### src/art_map.vh
// register map, field positions and constants for the split-mode reload timer
`ifndef ART_MAP_VH
`define ART_MAP_VH
// ***********************************************
// apb register byte addresses
// ***********************************************
`define ART_ADDR_CTRL 12'h000
`define ART_ADDR_CNT_LO 12'h004
`define ART_ADDR_CNT_HI 12'h008
`define ART_ADDR_RLD_LO 12'h00C
`define ART_ADDR_RLD_HI 12'h010
`define ART_ADDR_CLKCTL 12'h014
`define ART_ADDR_IRQEN 12'h018
`define ART_ADDR_STATUS 12'h01C
// ***********************************************
// control register fields
// ***********************************************
`define ART_CTL_XCLK_LO 0
`define ART_CTL_XCLK_HI 1
`define ART_CTL_RUN 2
`define ART_CTL_SPLIT 3
`define ART_CTL_LOIEN 5
`define ART_CTL_LOF 6
`define ART_CTL_HOF 7
`define ART_CTL_RST 8'h00
// clock control fields
`define ART_CK_LO 0
`define ART_CK_HI 1
// irq enable field
`define ART_IE_TMR 0
// status fields
`define ART_ST_SYNC 0
`define ART_ST_SUSP 1
// ***********************************************
// clock source encodings and timing
// ***********************************************
`define ART_XSEL_DIV12 2'h0
`define ART_XSEL_EXT8 2'h1
`define ART_XSEL_LFO 2'h3
`define ART_DIV12_MAX 4'hB
`define ART_DIV8_MAX 3'h7
`define ART_SYNC_CLKS 2'h3
`define ART_BYTE_ONES 8'hFF
`define ART_ZERO8 8'h00
`define ART_ZERO32 32'h0000_0000
`endif

### src/art_tick.v
// clock-source selector for one counter half, one tick per count
`timescale 1ns/10ps
`include "art_map.vh"
module art_tick (
	input wire clk,
	input wire nrst,
	input wire ce,
	input wire sys_sel,
	input wire [1:0] xsel,
	input wire div12_tick,
	input wire ext8_tick,
	input wire lfo8_tick,
	output reg tick
);
	// registered tick from the chosen source; reserved code gives no tick
	always @(posedge clk or negedge nrst) begin
		if (!nrst) begin
			tick <= 1'b0;
		end else if (ce) begin
			if (sys_sel) begin
				tick <= 1'b1;
			end else begin
				case (xsel)
					`ART_XSEL_DIV12: tick <= div12_tick;
					`ART_XSEL_EXT8: tick <= ext8_tick;
					`ART_XSEL_LFO: tick <= lfo8_tick;
					default: tick <= 1'b0;
				endcase
			end
		end
	end
endmodule

### src/art_timer.v
// split-mode auto-reload timer with apb register access
//
// Decided for this implementation: the register addresses and the APB interface to the registers.
`timescale 1ns/10ps
`include "art_map.vh"
// Summary of operation
// - two 8-bit bytes, split bit selects mode
// - 16-bit up count, reload pair, set high flag
// - 16-bit mode interrupts on full overflow
// - low-byte wrap interrupts when low enable set
// - split halves reload independently from own reload
// - split: run bit gates high half only
// - per-half system_clock select, else shared source select
// - split: each half sets its own flag
// - split: high irq, plus low when enabled
// - flags cleared only by software writes
// - divided clocks synchronised, in suspend as well
// - counts in suspend, overflow raises wake
// - sync busy held up to three timer clocks
// - 16-bit mode clock from system_clock, div12, ext8, lfo8
module art_timer (
	input wire clk,
	input wire nrst,
	input wire ce,
	input wire psel,
	input wire penable,
	input wire pwrite,
	input wire [11:0] paddr,
	input wire [31:0] pwdata,
	output reg [31:0] prdata,
	output reg pready,
	output reg pslverr,
	input wire ext_clk,
	input wire lfo_clk,
	input wire suspend,
	input wire wake_other,
	output reg irq_r,
	output reg wake_r
);
	// ***********************************************
	// registers
	// ***********************************************
	reg [7:0] ctrl_r;
	reg [7:0] cnt_lo_r;
	reg [7:0] cnt_hi_r;
	reg [7:0] rld_lo_r;
	reg [7:0] rld_hi_r;
	reg [1:0] clkctl_r;
	reg irqen_r;
	reg [1:0] sync_cnt_r;
	reg [3:0] div12_r;
	reg [2:0] ext_div_r;
	reg [2:0] lfo_div_r;
	reg [1:0] ext_s_r;
	reg [1:0] lfo_s_r;
	reg ext_d_r;
	reg lfo_d_r;
	reg [1:0] susp_s_r;
	reg [1:0] wko_s_r;
	reg wko_d_r;
	wire tick_lo;
	wire tick_hi;
	wire split;
	wire div12_tick;
	wire ext8_tick;
	wire lfo8_tick;
	wire wr;
	wire rd;
	wire in_susp;
	wire lo_wrap;
	wire hi_wrap;
	wire full_wrap;
	wire hi_en;
	wire lo_en;
	// ***********************************************
	// address decode
	// ***********************************************
	// true when the address names a mapped register
	function mapped;
		input [11:0] a;
		begin
			case (a)
				`ART_ADDR_CTRL, `ART_ADDR_CNT_LO, `ART_ADDR_CNT_HI, `ART_ADDR_RLD_LO,
				`ART_ADDR_RLD_HI, `ART_ADDR_CLKCTL, `ART_ADDR_IRQEN, `ART_ADDR_STATUS: mapped = 1'b1;
				default: mapped = 1'b0;
			endcase
		end
	endfunction
	assign wr = psel & penable & pwrite & pready;
	assign rd = psel & penable & ~pwrite & pready;
	assign split = ctrl_r[`ART_CTL_SPLIT];
	assign in_susp = susp_s_r[1];
	// ***********************************************
	// pin synchronisers and source dividers
	// ***********************************************
	// two-stage sync of pins; edge taken from second stage only
	always @(posedge clk or negedge nrst) begin
		if (!nrst) begin
			ext_s_r <= 2'b00;
			lfo_s_r <= 2'b00;
			ext_d_r <= 1'b0;
			lfo_d_r <= 1'b0;
			susp_s_r <= 2'b00;
			wko_s_r <= 2'b00;
			wko_d_r <= 1'b0;
		end else if (ce) begin
			ext_s_r <= {ext_s_r[0], ext_clk};
			lfo_s_r <= {lfo_s_r[0], lfo_clk};
			ext_d_r <= ext_s_r[1];
			lfo_d_r <= lfo_s_r[1];
			susp_s_r <= {susp_s_r[0], suspend};
			wko_s_r <= {wko_s_r[0], wake_other};
			wko_d_r <= wko_s_r[1];
		end
	end
	// prescalers: system_clock/12, and /8 on synchronised source edges
	always @(posedge clk or negedge nrst) begin
		if (!nrst) begin
			div12_r <= 4'h0;
			ext_div_r <= 3'h0;
			lfo_div_r <= 3'h0;
		end else if (ce) begin
			div12_r <= (div12_r == `ART_DIV12_MAX) ? 4'h0 : div12_r + 4'h1;
			if (ext_s_r[1] & ~ext_d_r) begin
				ext_div_r <= ext_div_r + 3'h1;
			end
			if (lfo_s_r[1] & ~lfo_d_r) begin
				lfo_div_r <= lfo_div_r + 3'h1;
			end
		end
	end
	assign div12_tick = (div12_r == `ART_DIV12_MAX);
	assign ext8_tick = (ext_div_r == `ART_DIV8_MAX) & ext_s_r[1] & ~ext_d_r;
	assign lfo8_tick = (lfo_div_r == `ART_DIV8_MAX) & lfo_s_r[1] & ~lfo_d_r;
	// ***********************************************
	// per-half clock selection
	// ***********************************************
	// in 16-bit mode the low select also clocks the high byte
	art_tick u_tick_lo (
		.clk(clk),
		.nrst(nrst),
		.ce(ce),
		.sys_sel(clkctl_r[`ART_CK_LO]),
		.xsel(ctrl_r[`ART_CTL_XCLK_HI:`ART_CTL_XCLK_LO]),
		.div12_tick(div12_tick),
		.ext8_tick(ext8_tick),
		.lfo8_tick(lfo8_tick),
		.tick(tick_lo)
	);
	art_tick u_tick_hi (
		.clk(clk),
		.nrst(nrst),
		.ce(ce),
		.sys_sel(clkctl_r[`ART_CK_HI]),
		.xsel(ctrl_r[`ART_CTL_XCLK_HI:`ART_CTL_XCLK_LO]),
		.div12_tick(div12_tick),
		.ext8_tick(ext8_tick),
		.lfo8_tick(lfo8_tick),
		.tick(tick_hi)
	);
	// ***********************************************
	// counting and overflow
	// ***********************************************
	// split: low always runs, high gated by run bit
	assign lo_en = split ? tick_lo : (tick_lo & ctrl_r[`ART_CTL_RUN]);
	assign hi_en = split ? (tick_hi & ctrl_r[`ART_CTL_RUN]) : 1'b0;
	assign lo_wrap = lo_en & (cnt_lo_r == `ART_BYTE_ONES);
	assign full_wrap = ~split & lo_wrap & (cnt_hi_r == `ART_BYTE_ONES);
	assign hi_wrap = split ? (hi_en & (cnt_hi_r == `ART_BYTE_ONES)) : full_wrap;
	// counters; a bus write to a count byte yields to reload and to counting
	always @(posedge clk or negedge nrst) begin
		if (!nrst) begin
			cnt_lo_r <= `ART_ZERO8;
			cnt_hi_r <= `ART_ZERO8;
		end else if (ce) begin
			if (full_wrap) begin
				cnt_lo_r <= rld_lo_r;
				cnt_hi_r <= rld_hi_r;
			end else begin
				if (lo_wrap && split) begin
					cnt_lo_r <= rld_lo_r;
				end else if (lo_en) begin
					cnt_lo_r <= cnt_lo_r + 8'h01;
				end else if (wr && paddr == `ART_ADDR_CNT_LO) begin
					cnt_lo_r <= pwdata[7:0];
				end
				if (hi_wrap) begin
					cnt_hi_r <= rld_hi_r;
				end else if (hi_en || (lo_wrap && !split)) begin
					cnt_hi_r <= cnt_hi_r + 8'h01;
				end else if (wr && paddr == `ART_ADDR_CNT_HI) begin
					cnt_hi_r <= pwdata[7:0];
				end
			end
		end
	end
	// ***********************************************
	// control, flags and config registers
	// ***********************************************
	// flags set by hardware win over a software clear in the same cycle
	always @(posedge clk or negedge nrst) begin
		if (!nrst) begin
			ctrl_r <= `ART_CTL_RST;
			rld_lo_r <= `ART_ZERO8;
			rld_hi_r <= `ART_ZERO8;
			clkctl_r <= 2'b00;
			irqen_r <= 1'b0;
		end else if (ce) begin
			if (wr && paddr == `ART_ADDR_CTRL) begin
				ctrl_r <= pwdata[7:0];
			end
			if (hi_wrap) begin
				ctrl_r[`ART_CTL_HOF] <= 1'b1;
			end
			if (lo_wrap) begin
				ctrl_r[`ART_CTL_LOF] <= 1'b1;
			end
			if (wr && paddr == `ART_ADDR_RLD_LO) begin
				rld_lo_r <= pwdata[7:0];
			end
			if (wr && paddr == `ART_ADDR_RLD_HI) begin
				rld_hi_r <= pwdata[7:0];
			end
			if (wr && paddr == `ART_ADDR_CLKCTL) begin
				clkctl_r <= pwdata[1:0];
			end
			if (wr && paddr == `ART_ADDR_IRQEN) begin
				irqen_r <= pwdata[`ART_IE_TMR];
			end
		end
	end
	// ***********************************************
	// interrupt, wake and sync-busy
	// ***********************************************
	// irq level follows pending flags; low flag only with its enable
	always @(posedge clk or negedge nrst) begin
		if (!nrst) begin
			irq_r <= 1'b0;
			wake_r <= 1'b0;
			sync_cnt_r <= 2'h0;
		end else if (ce) begin
			irq_r <= irqen_r & (ctrl_r[`ART_CTL_HOF] | hi_wrap |
				(ctrl_r[`ART_CTL_LOIEN] & (ctrl_r[`ART_CTL_LOF] | lo_wrap)));
			wake_r <= in_susp & hi_wrap;
			if (in_susp) begin
				sync_cnt_r <= 2'h0;
			end else if (wko_s_r[1] & ~wko_d_r) begin
				sync_cnt_r <= `ART_SYNC_CLKS;
			end else if (sync_cnt_r != 2'h0 && (tick_lo | tick_hi)) begin
				sync_cnt_r <= sync_cnt_r - 2'h1;
			end
		end
	end
	// ***********************************************
	// apb slave: zero wait, error on unmapped address
	// ***********************************************
	always @(posedge clk or negedge nrst) begin
		if (!nrst) begin
			pready <= 1'b0;
			pslverr <= 1'b0;
			prdata <= `ART_ZERO32;
		end else if (ce) begin
			pready <= psel & ~penable;
			pslverr <= psel & ~penable & ~mapped(paddr);
			prdata <= `ART_ZERO32;
			if (psel && !penable && !pwrite) begin
				case (paddr)
					`ART_ADDR_CTRL: prdata <= {24'h000000, ctrl_r};
					`ART_ADDR_CNT_LO: prdata <= {24'h000000, cnt_lo_r};
					`ART_ADDR_CNT_HI: prdata <= {24'h000000, cnt_hi_r};
					`ART_ADDR_RLD_LO: prdata <= {24'h000000, rld_lo_r};
					`ART_ADDR_RLD_HI: prdata <= {24'h000000, rld_hi_r};
					`ART_ADDR_CLKCTL: prdata <= {30'h0, clkctl_r};
					`ART_ADDR_IRQEN: prdata <= {31'h0, irqen_r};
					`ART_ADDR_STATUS: prdata <= {30'h0, in_susp, sync_cnt_r != 2'h0};
					default: prdata <= `ART_ZERO32;
				endcase
			end
		end
	end
endmodule

### config.mk
export PLATFORM = sky130hd
export DESIGN_NAME = art_timer
export DESIGN_NICKNAME = d
export VERILOG_FILES = /design/src/art_tick.v /design/src/art_timer.v
export VERILOG_INCLUDE_DIRS = /design/src
export SDC_FILE = /design/constraint.sdc
export NUM_CORES = 1
export LEC_CHECK = 0
export ABC_AREA = 1
export BUFFER_PORTS_ARGS = -buffer_cell sky130_fd_sc_hd__buf_4
export CORE_AREA = 5 5 107 109
export DETAILED_ROUTE_END_ITERATION = 8
export DIE_AREA = 0 0 112 114
export PLACE_DENSITY = 0.77
export SLEW_MARGIN = 20
export SYNTH_ARGS = -nofsm -noshare
export SYNTH_HDL_FRONTEND = slang
export SYNTH_SLANG_ARGS = --single-unit
### constraint.sdc
create_clock -name clk -period 2.07 [get_ports clk]
set_input_delay 0.1035 -clock clk [delete_from_list [all_inputs] [get_ports clk]]
set_output_delay 0.1035 -clock clk [all_outputs]
set_load 0.01 [all_outputs]
# == Word-level counts from Yosys, hierarchy flattened ==
# Memory sizes are Yosys's and may differ from the RTL's.
# Cells that the tools add are included.
# classes
add_sub_neg,6
mul,0
div_mod_pow,0
n_lt_le_gt_ge,0
eq_ne,14
shift,0
mux,25
bitwise_logic,31
reduce_logical,37
# op_table
cell,count
2-to-1 mux 8 bit,10
case mux 8 bit (8 select lines),1
equality test 12 x 5 -> 1 bit (second input constant),4
equality test 12 x 4 -> 1 bit (second input constant),2
AND reduction 2 bit,12
AND 1 bit,21
adder 8 x 1 -> 8 bit (second input constant),2
equality test 8 bit (second input constant),2
equality test 12 x 3 -> 1 bit (second input constant),1
logical AND 1 bit,12
logical NOT 12 bit,1
2-to-1 mux 1 bit,9
nonzero test 4 bit,2
logical NOT 7 bit,1
adder 3 x 1 -> 3 bit (second input constant),2
equality test 3 bit (second input constant),2
2-to-1 mux 2 bit,3
inverter 1 bit,6
nonzero test 2 bit,3
adder 4 x 1 -> 4 bit (second input constant),1
equality test 4 bit (second input constant),1
2-to-1 mux 4 bit,1
bitwise OR 1 bit,4
logical NOT 1 bit,3
7 further kinds,7
# word_totals
ff_bits,104
latch_bits,0
ramBits,0
rom_bits,32
input_bits,54
out_inout_bits,36
wordCells,141
n_memories,1
# memory_table
name,words,word_bits,rd,rd_ports_with_merged_regs,wr,line,rtl
(name not given),32,1,1,0,0,art_timer.v:82,case (a)

# == Longest topological paths before layout ==
# logic_depth
depth_word,9
ltp_mapped,11
ltp_nobuf,11

# == By module ==
# A second synthesis with hierarchy kept.
# unflattened
cells_unflattened,645
area_unflattened_um2,4730.8
# modules_own_cells
module,n_inst,cells_per_inst,area_per_inst_um2,seq_area_each_um2
art_timer,1,619,4585.6,1951.9
art_tick,2,13,72.6,25.0

# == Worst setup path before layout ==
# OpenSTA, ideal clock, no wires.
# synth_path
kind,reg-to-reg
from,reg cnt_lo_r[0]
to,reg cnt_hi_r[5]
setup_ps,117
arrival_time_ps,1367
required_time_ps,1953
setup_slack_ps,586
path_stages_with_launch,12
n_path_buf,1
period_less_slack_ps,1484
cell_sequence,dfrtp_1 > ha_1 > nand2_1 > nor2_4 > nand3_2 > nand2_4 > buf_6 > nand3_4 > inv_2 > nand2_1 > nand3_1 > nand2_1
# synth_between
elab_chain_cells,7
word_cells_on_any_way,12
cone_classes,1 x eq/ne; 4 x mux; 3 x bitwise; 4 x reduce/logical
# synth_lines
item,line,rtl
from (decl),art_timer.v:44,reg [7:0] cnt_lo_r;
from (signal assigned),art_timer.v:173,cnt_lo_r <= `ART_ZERO8;
from (signal assigned),art_timer.v:177,cnt_lo_r <= rld_lo_r;
from (signal assigned),art_timer.v:181,cnt_lo_r <= rld_lo_r;
equality test 8 bit (no line) *,-,
AND 1 bit *,art_timer.v:167,assign lo_wrap = lo_en & (cnt_lo_r == `ART_BYTE_ONES);
AND 1 bit or logical AND 1 bit (tied branches),"art_timer.v:168, art_timer.v:189",
AND 1 bit or logical OR 1 bit (tied branches),"art_timer.v:168, art_timer.v:189",
2-to-1 mux 1 bit or 2-to-1 mux 8 bit (tied branches),"art_timer.v:169, art_timer.v:189",
nonzero test 4 bit (no line) or 2-to-1 mux 8 bit (tied branches),-,
AND reduction 2 bit (no line) or 2-to-1 mux 8 bit (tied branches),-,
to (signal assigned),art_timer.v:174,cnt_hi_r <= `ART_ZERO8;
to (signal assigned),art_timer.v:178,cnt_hi_r <= rld_hi_r;
to (signal assigned),art_timer.v:188,cnt_hi_r <= rld_hi_r;
to (decl),art_timer.v:45,reg [7:0] cnt_hi_r;
# Mark *: on every way between the ends. The rest lies on a longest branch, timed or not.
# A chain may end at the register's enable or synchronous reset.

# == Final worst setup path ==
# layout_path
from,reg cnt_lo_r[1]
to,reg cnt_hi_r[7]
# Same word-level chain as after synthesis.

==> results.tsv <==
metric	value	unit
clock-skew-final	0.0121	ns
timing.critical_path.arrival	2.12	ns
postCtsSetupBuffers	0	
setup_violations_final	0	
worst_path_max_delay_cell	dfrtp_1	
row_cnt	38	
first_global_vias	4273	
drt.antenna.violating_nets	0	
status	finished clean	
clkSinkCount	80	
antenna_found_initial	0	
detailed_route_wl	12800	µm
dpl_worst_slack	0.229	ns
worstPathRequired	2.32	ns
grt_overflow_total	0	
total_number_of_yosys_warnings	0	
fin_area	0.00562	mm²
cts.htree.levels	3	
postLayoutSetupSlackWorst	0.198	ns
tritoncts	done	
synth_seq_cells	80	
clock.fmax	534	MHz
layout-area-overhead-vs-synth	12.2	%
numPortBuffers	41	
global_route_wire_length_before_repair	21100	µm
core-area	0.0105	mm²
die_height	114	µm
gp_routability_congestion	0.912	
insertion_delay	0.36	ns
post-route-drc-count	0	
synth_async_sr_flop_share	100	%
report.power.total	3.59	mW
post-route-period-util	90.5	%
pwr_density_cell	639	mW/mm²
cts_inserted_buffers	9	
max-vdd-ir-drop	0.504	mV
final_cell_mix	nand2_1, nand3_1, dfrtp_1	
synth_enable_flop_cells	0	
number_of_nets_at_the_end_of_the_flow	766	
route.vias.total	4460	
groute.usage.overall	20.4	%
post_placement_cell_area	0.00536	mm²
worst_path_largest_cell_delay	0.44	ns
path_cells	ha_1 -> nand2_1 -> nor2_4 -> nand3_2 -> nand2_4 -> nand3_4 -> nand2_4 -> nand2_1 -> nor2_1 -> nor2_1	
synth-seq-area-share	40.0	%
start_kind	flip-flop	
drt_pass_1_iters	7	
detailedRoute.firstIterationViolations	465	
dieWidth	112	µm
mostFrequentLayoutCell	nand2_1	
cap_violations	0	
filler_cell_count	1023	
synth_ff_type	dfrtp_1	
largest_net_degree_at_the_start_of_global_routing	38	
final_hold_viol_count	0	
hold-worst-slack	0.0702	ns
cts.clk_slew.worst_paths	0.09	ns
boundary_pin_count	90	
post-dp-hpwl	9860	µm
endpoint_kind	flip-flop	
synthesis.area_per_instance	7.63	µm²
hold_path.class	in2reg	
p_leak	2.82	nW
critPathMaxFanout	12	
via_density_per_instance	5.25	
drive_gt1_share	16.2	%
synthDistinctLibCells	41	
critical_path_class	reg2reg	
max-clock-path-buffers	2	
initial_core_utilization	47.6	%
finalMaxSlewViolations	0	
ctsRootBufferMaster	clkbuf_8	
num_antenna_cells	0	
synthesis.area	0.00500	mm²
grt_setup_unrepaired	no	
detail_route.wl_per_cell	15.1	µm
fin_tns_setup	0	ns
dieArea	0.0128	mm²
finalWorstPathRequiredPeriod	1.87	ns
netlist_instances	656	
-- critical path, delay by kind of cell, from the launching register on --
family | cells | cell delay (ns)
flip-flops | 1 | 0.44
adder cells (fa/ha/maj) | 1 | 0.24
AND/OR/NAND/NOR | 9 | 1.06
-- stage by stage --
stage / utilization, % / cells
after floorplan: - / 679
after global placement: 51.0 / 828
after detailed placement: 51.0 / 828
after CTS: 53.4 / 849
after global routing: 53.4 / 849
final: 53.4 / 849
-- cell usage after synthesis, types with 5 or more instances --
master,instances,area [µm²]
o21ai_1,30,150
nand2_2,5,31.3
nand4_1,18,113
o21ai_0,36,180
nand3_1,88,440
buf_2,8,40.0
nand2_1,182,683
dfrtp_1,80,2000
inv_1,69,259
buf_4,27,203
nor2_4,8,90.1
nor2_1,36,135
ha_1,8,100
-- power by group --
part / total [mW] / internal [mW] / switching, mW
clock: 1.22 / 0.581 / 0.643
sequential: 1.81 / 1.71 / 0.0980
combinational: 0.556 / 0.234 / 0.322
-- routing by layer --
layer  global-route usage (%)  wire length, µm  vias to the layer above  share of wire, %
met1                     26.1             5330                     2112                42
met2                     36.5             6510                      142                51
met4                     5.45              209                        0               1.6
li1                         -                -                     2186                 -
met3                     2.81              745                       20               5.8
met5                        0                0                        -                 0
-- cells by family after synthesis --
family | synth area share [%]
adder cells (fa/ha/maj) | 2.00
AND/OR/NAND/NOR | 35.9
buffers and inverters | 11.3
flip-flops | 40.0
AO/OA/AOI/OAI | 8.63
other | 0.0749
multiplexers | 0.900
XOR/XNOR | 1.23
-- final cells by class --
type	count	area (µm²)	area share (%)
Multi-Input combinational cell	484	2520	44.9
Sequential cell	80	2000	35.7
Timing Repair Buffer	56	433	7.71
Inverter	73	274	4.88
Tap cell	140	175	3.12
Clock buffer	9	124	2.21
Clock inverter	7	83.8	1.49
-- sequential cells by signal, summed over array words and instances, names as in the netlist, 2 cells and up --
| register | cells |
|---|---|
| ctrl_r | 8 |
| ext_div_r | 3 |
| lfo_div_r | 3 |
| cnt_lo_r | 8 |
| cnt_hi_r | 8 |
| rld_hi_r | 8 |
| sync_cnt_r | 2 |
| susp_s_r | 2 |
| clkctl_r | 2 |
| rld_lo_r | 8 |
| lfo_s_r | 2 |
| div12_r | 4 |
| prdata | 8 |
| wko_s_r | 2 |
| ext_s_r | 2 |
-- worst paths after layout --
path / depth (start not counted) / slack [ns] / to / from
max reg2reg: 10 / 0.20 / cnt_hi_r[7] / cnt_lo_r[1]
min: 3 / 0.07 / div12_r[1] / ce
max: 10 / 0.20 / cnt_hi_r[7] / cnt_lo_r[1]
min reg2reg: 1 / 0.49 / ext_div_r[0] / ext_div_r[0]
max in group asynchronous: 3 / 1.14 / irqen_r / nrst
min in group asynchronous: 2 / 0.23 / prdata[7] / nrst
-- timing repair --
action | in CTS | in global routing
resized for setup | 0 | 0
hold endpoints to repair | 38 | 0
hold buffers | 5 | 0
No activity file was read; power rests on OpenSTA's default activity.
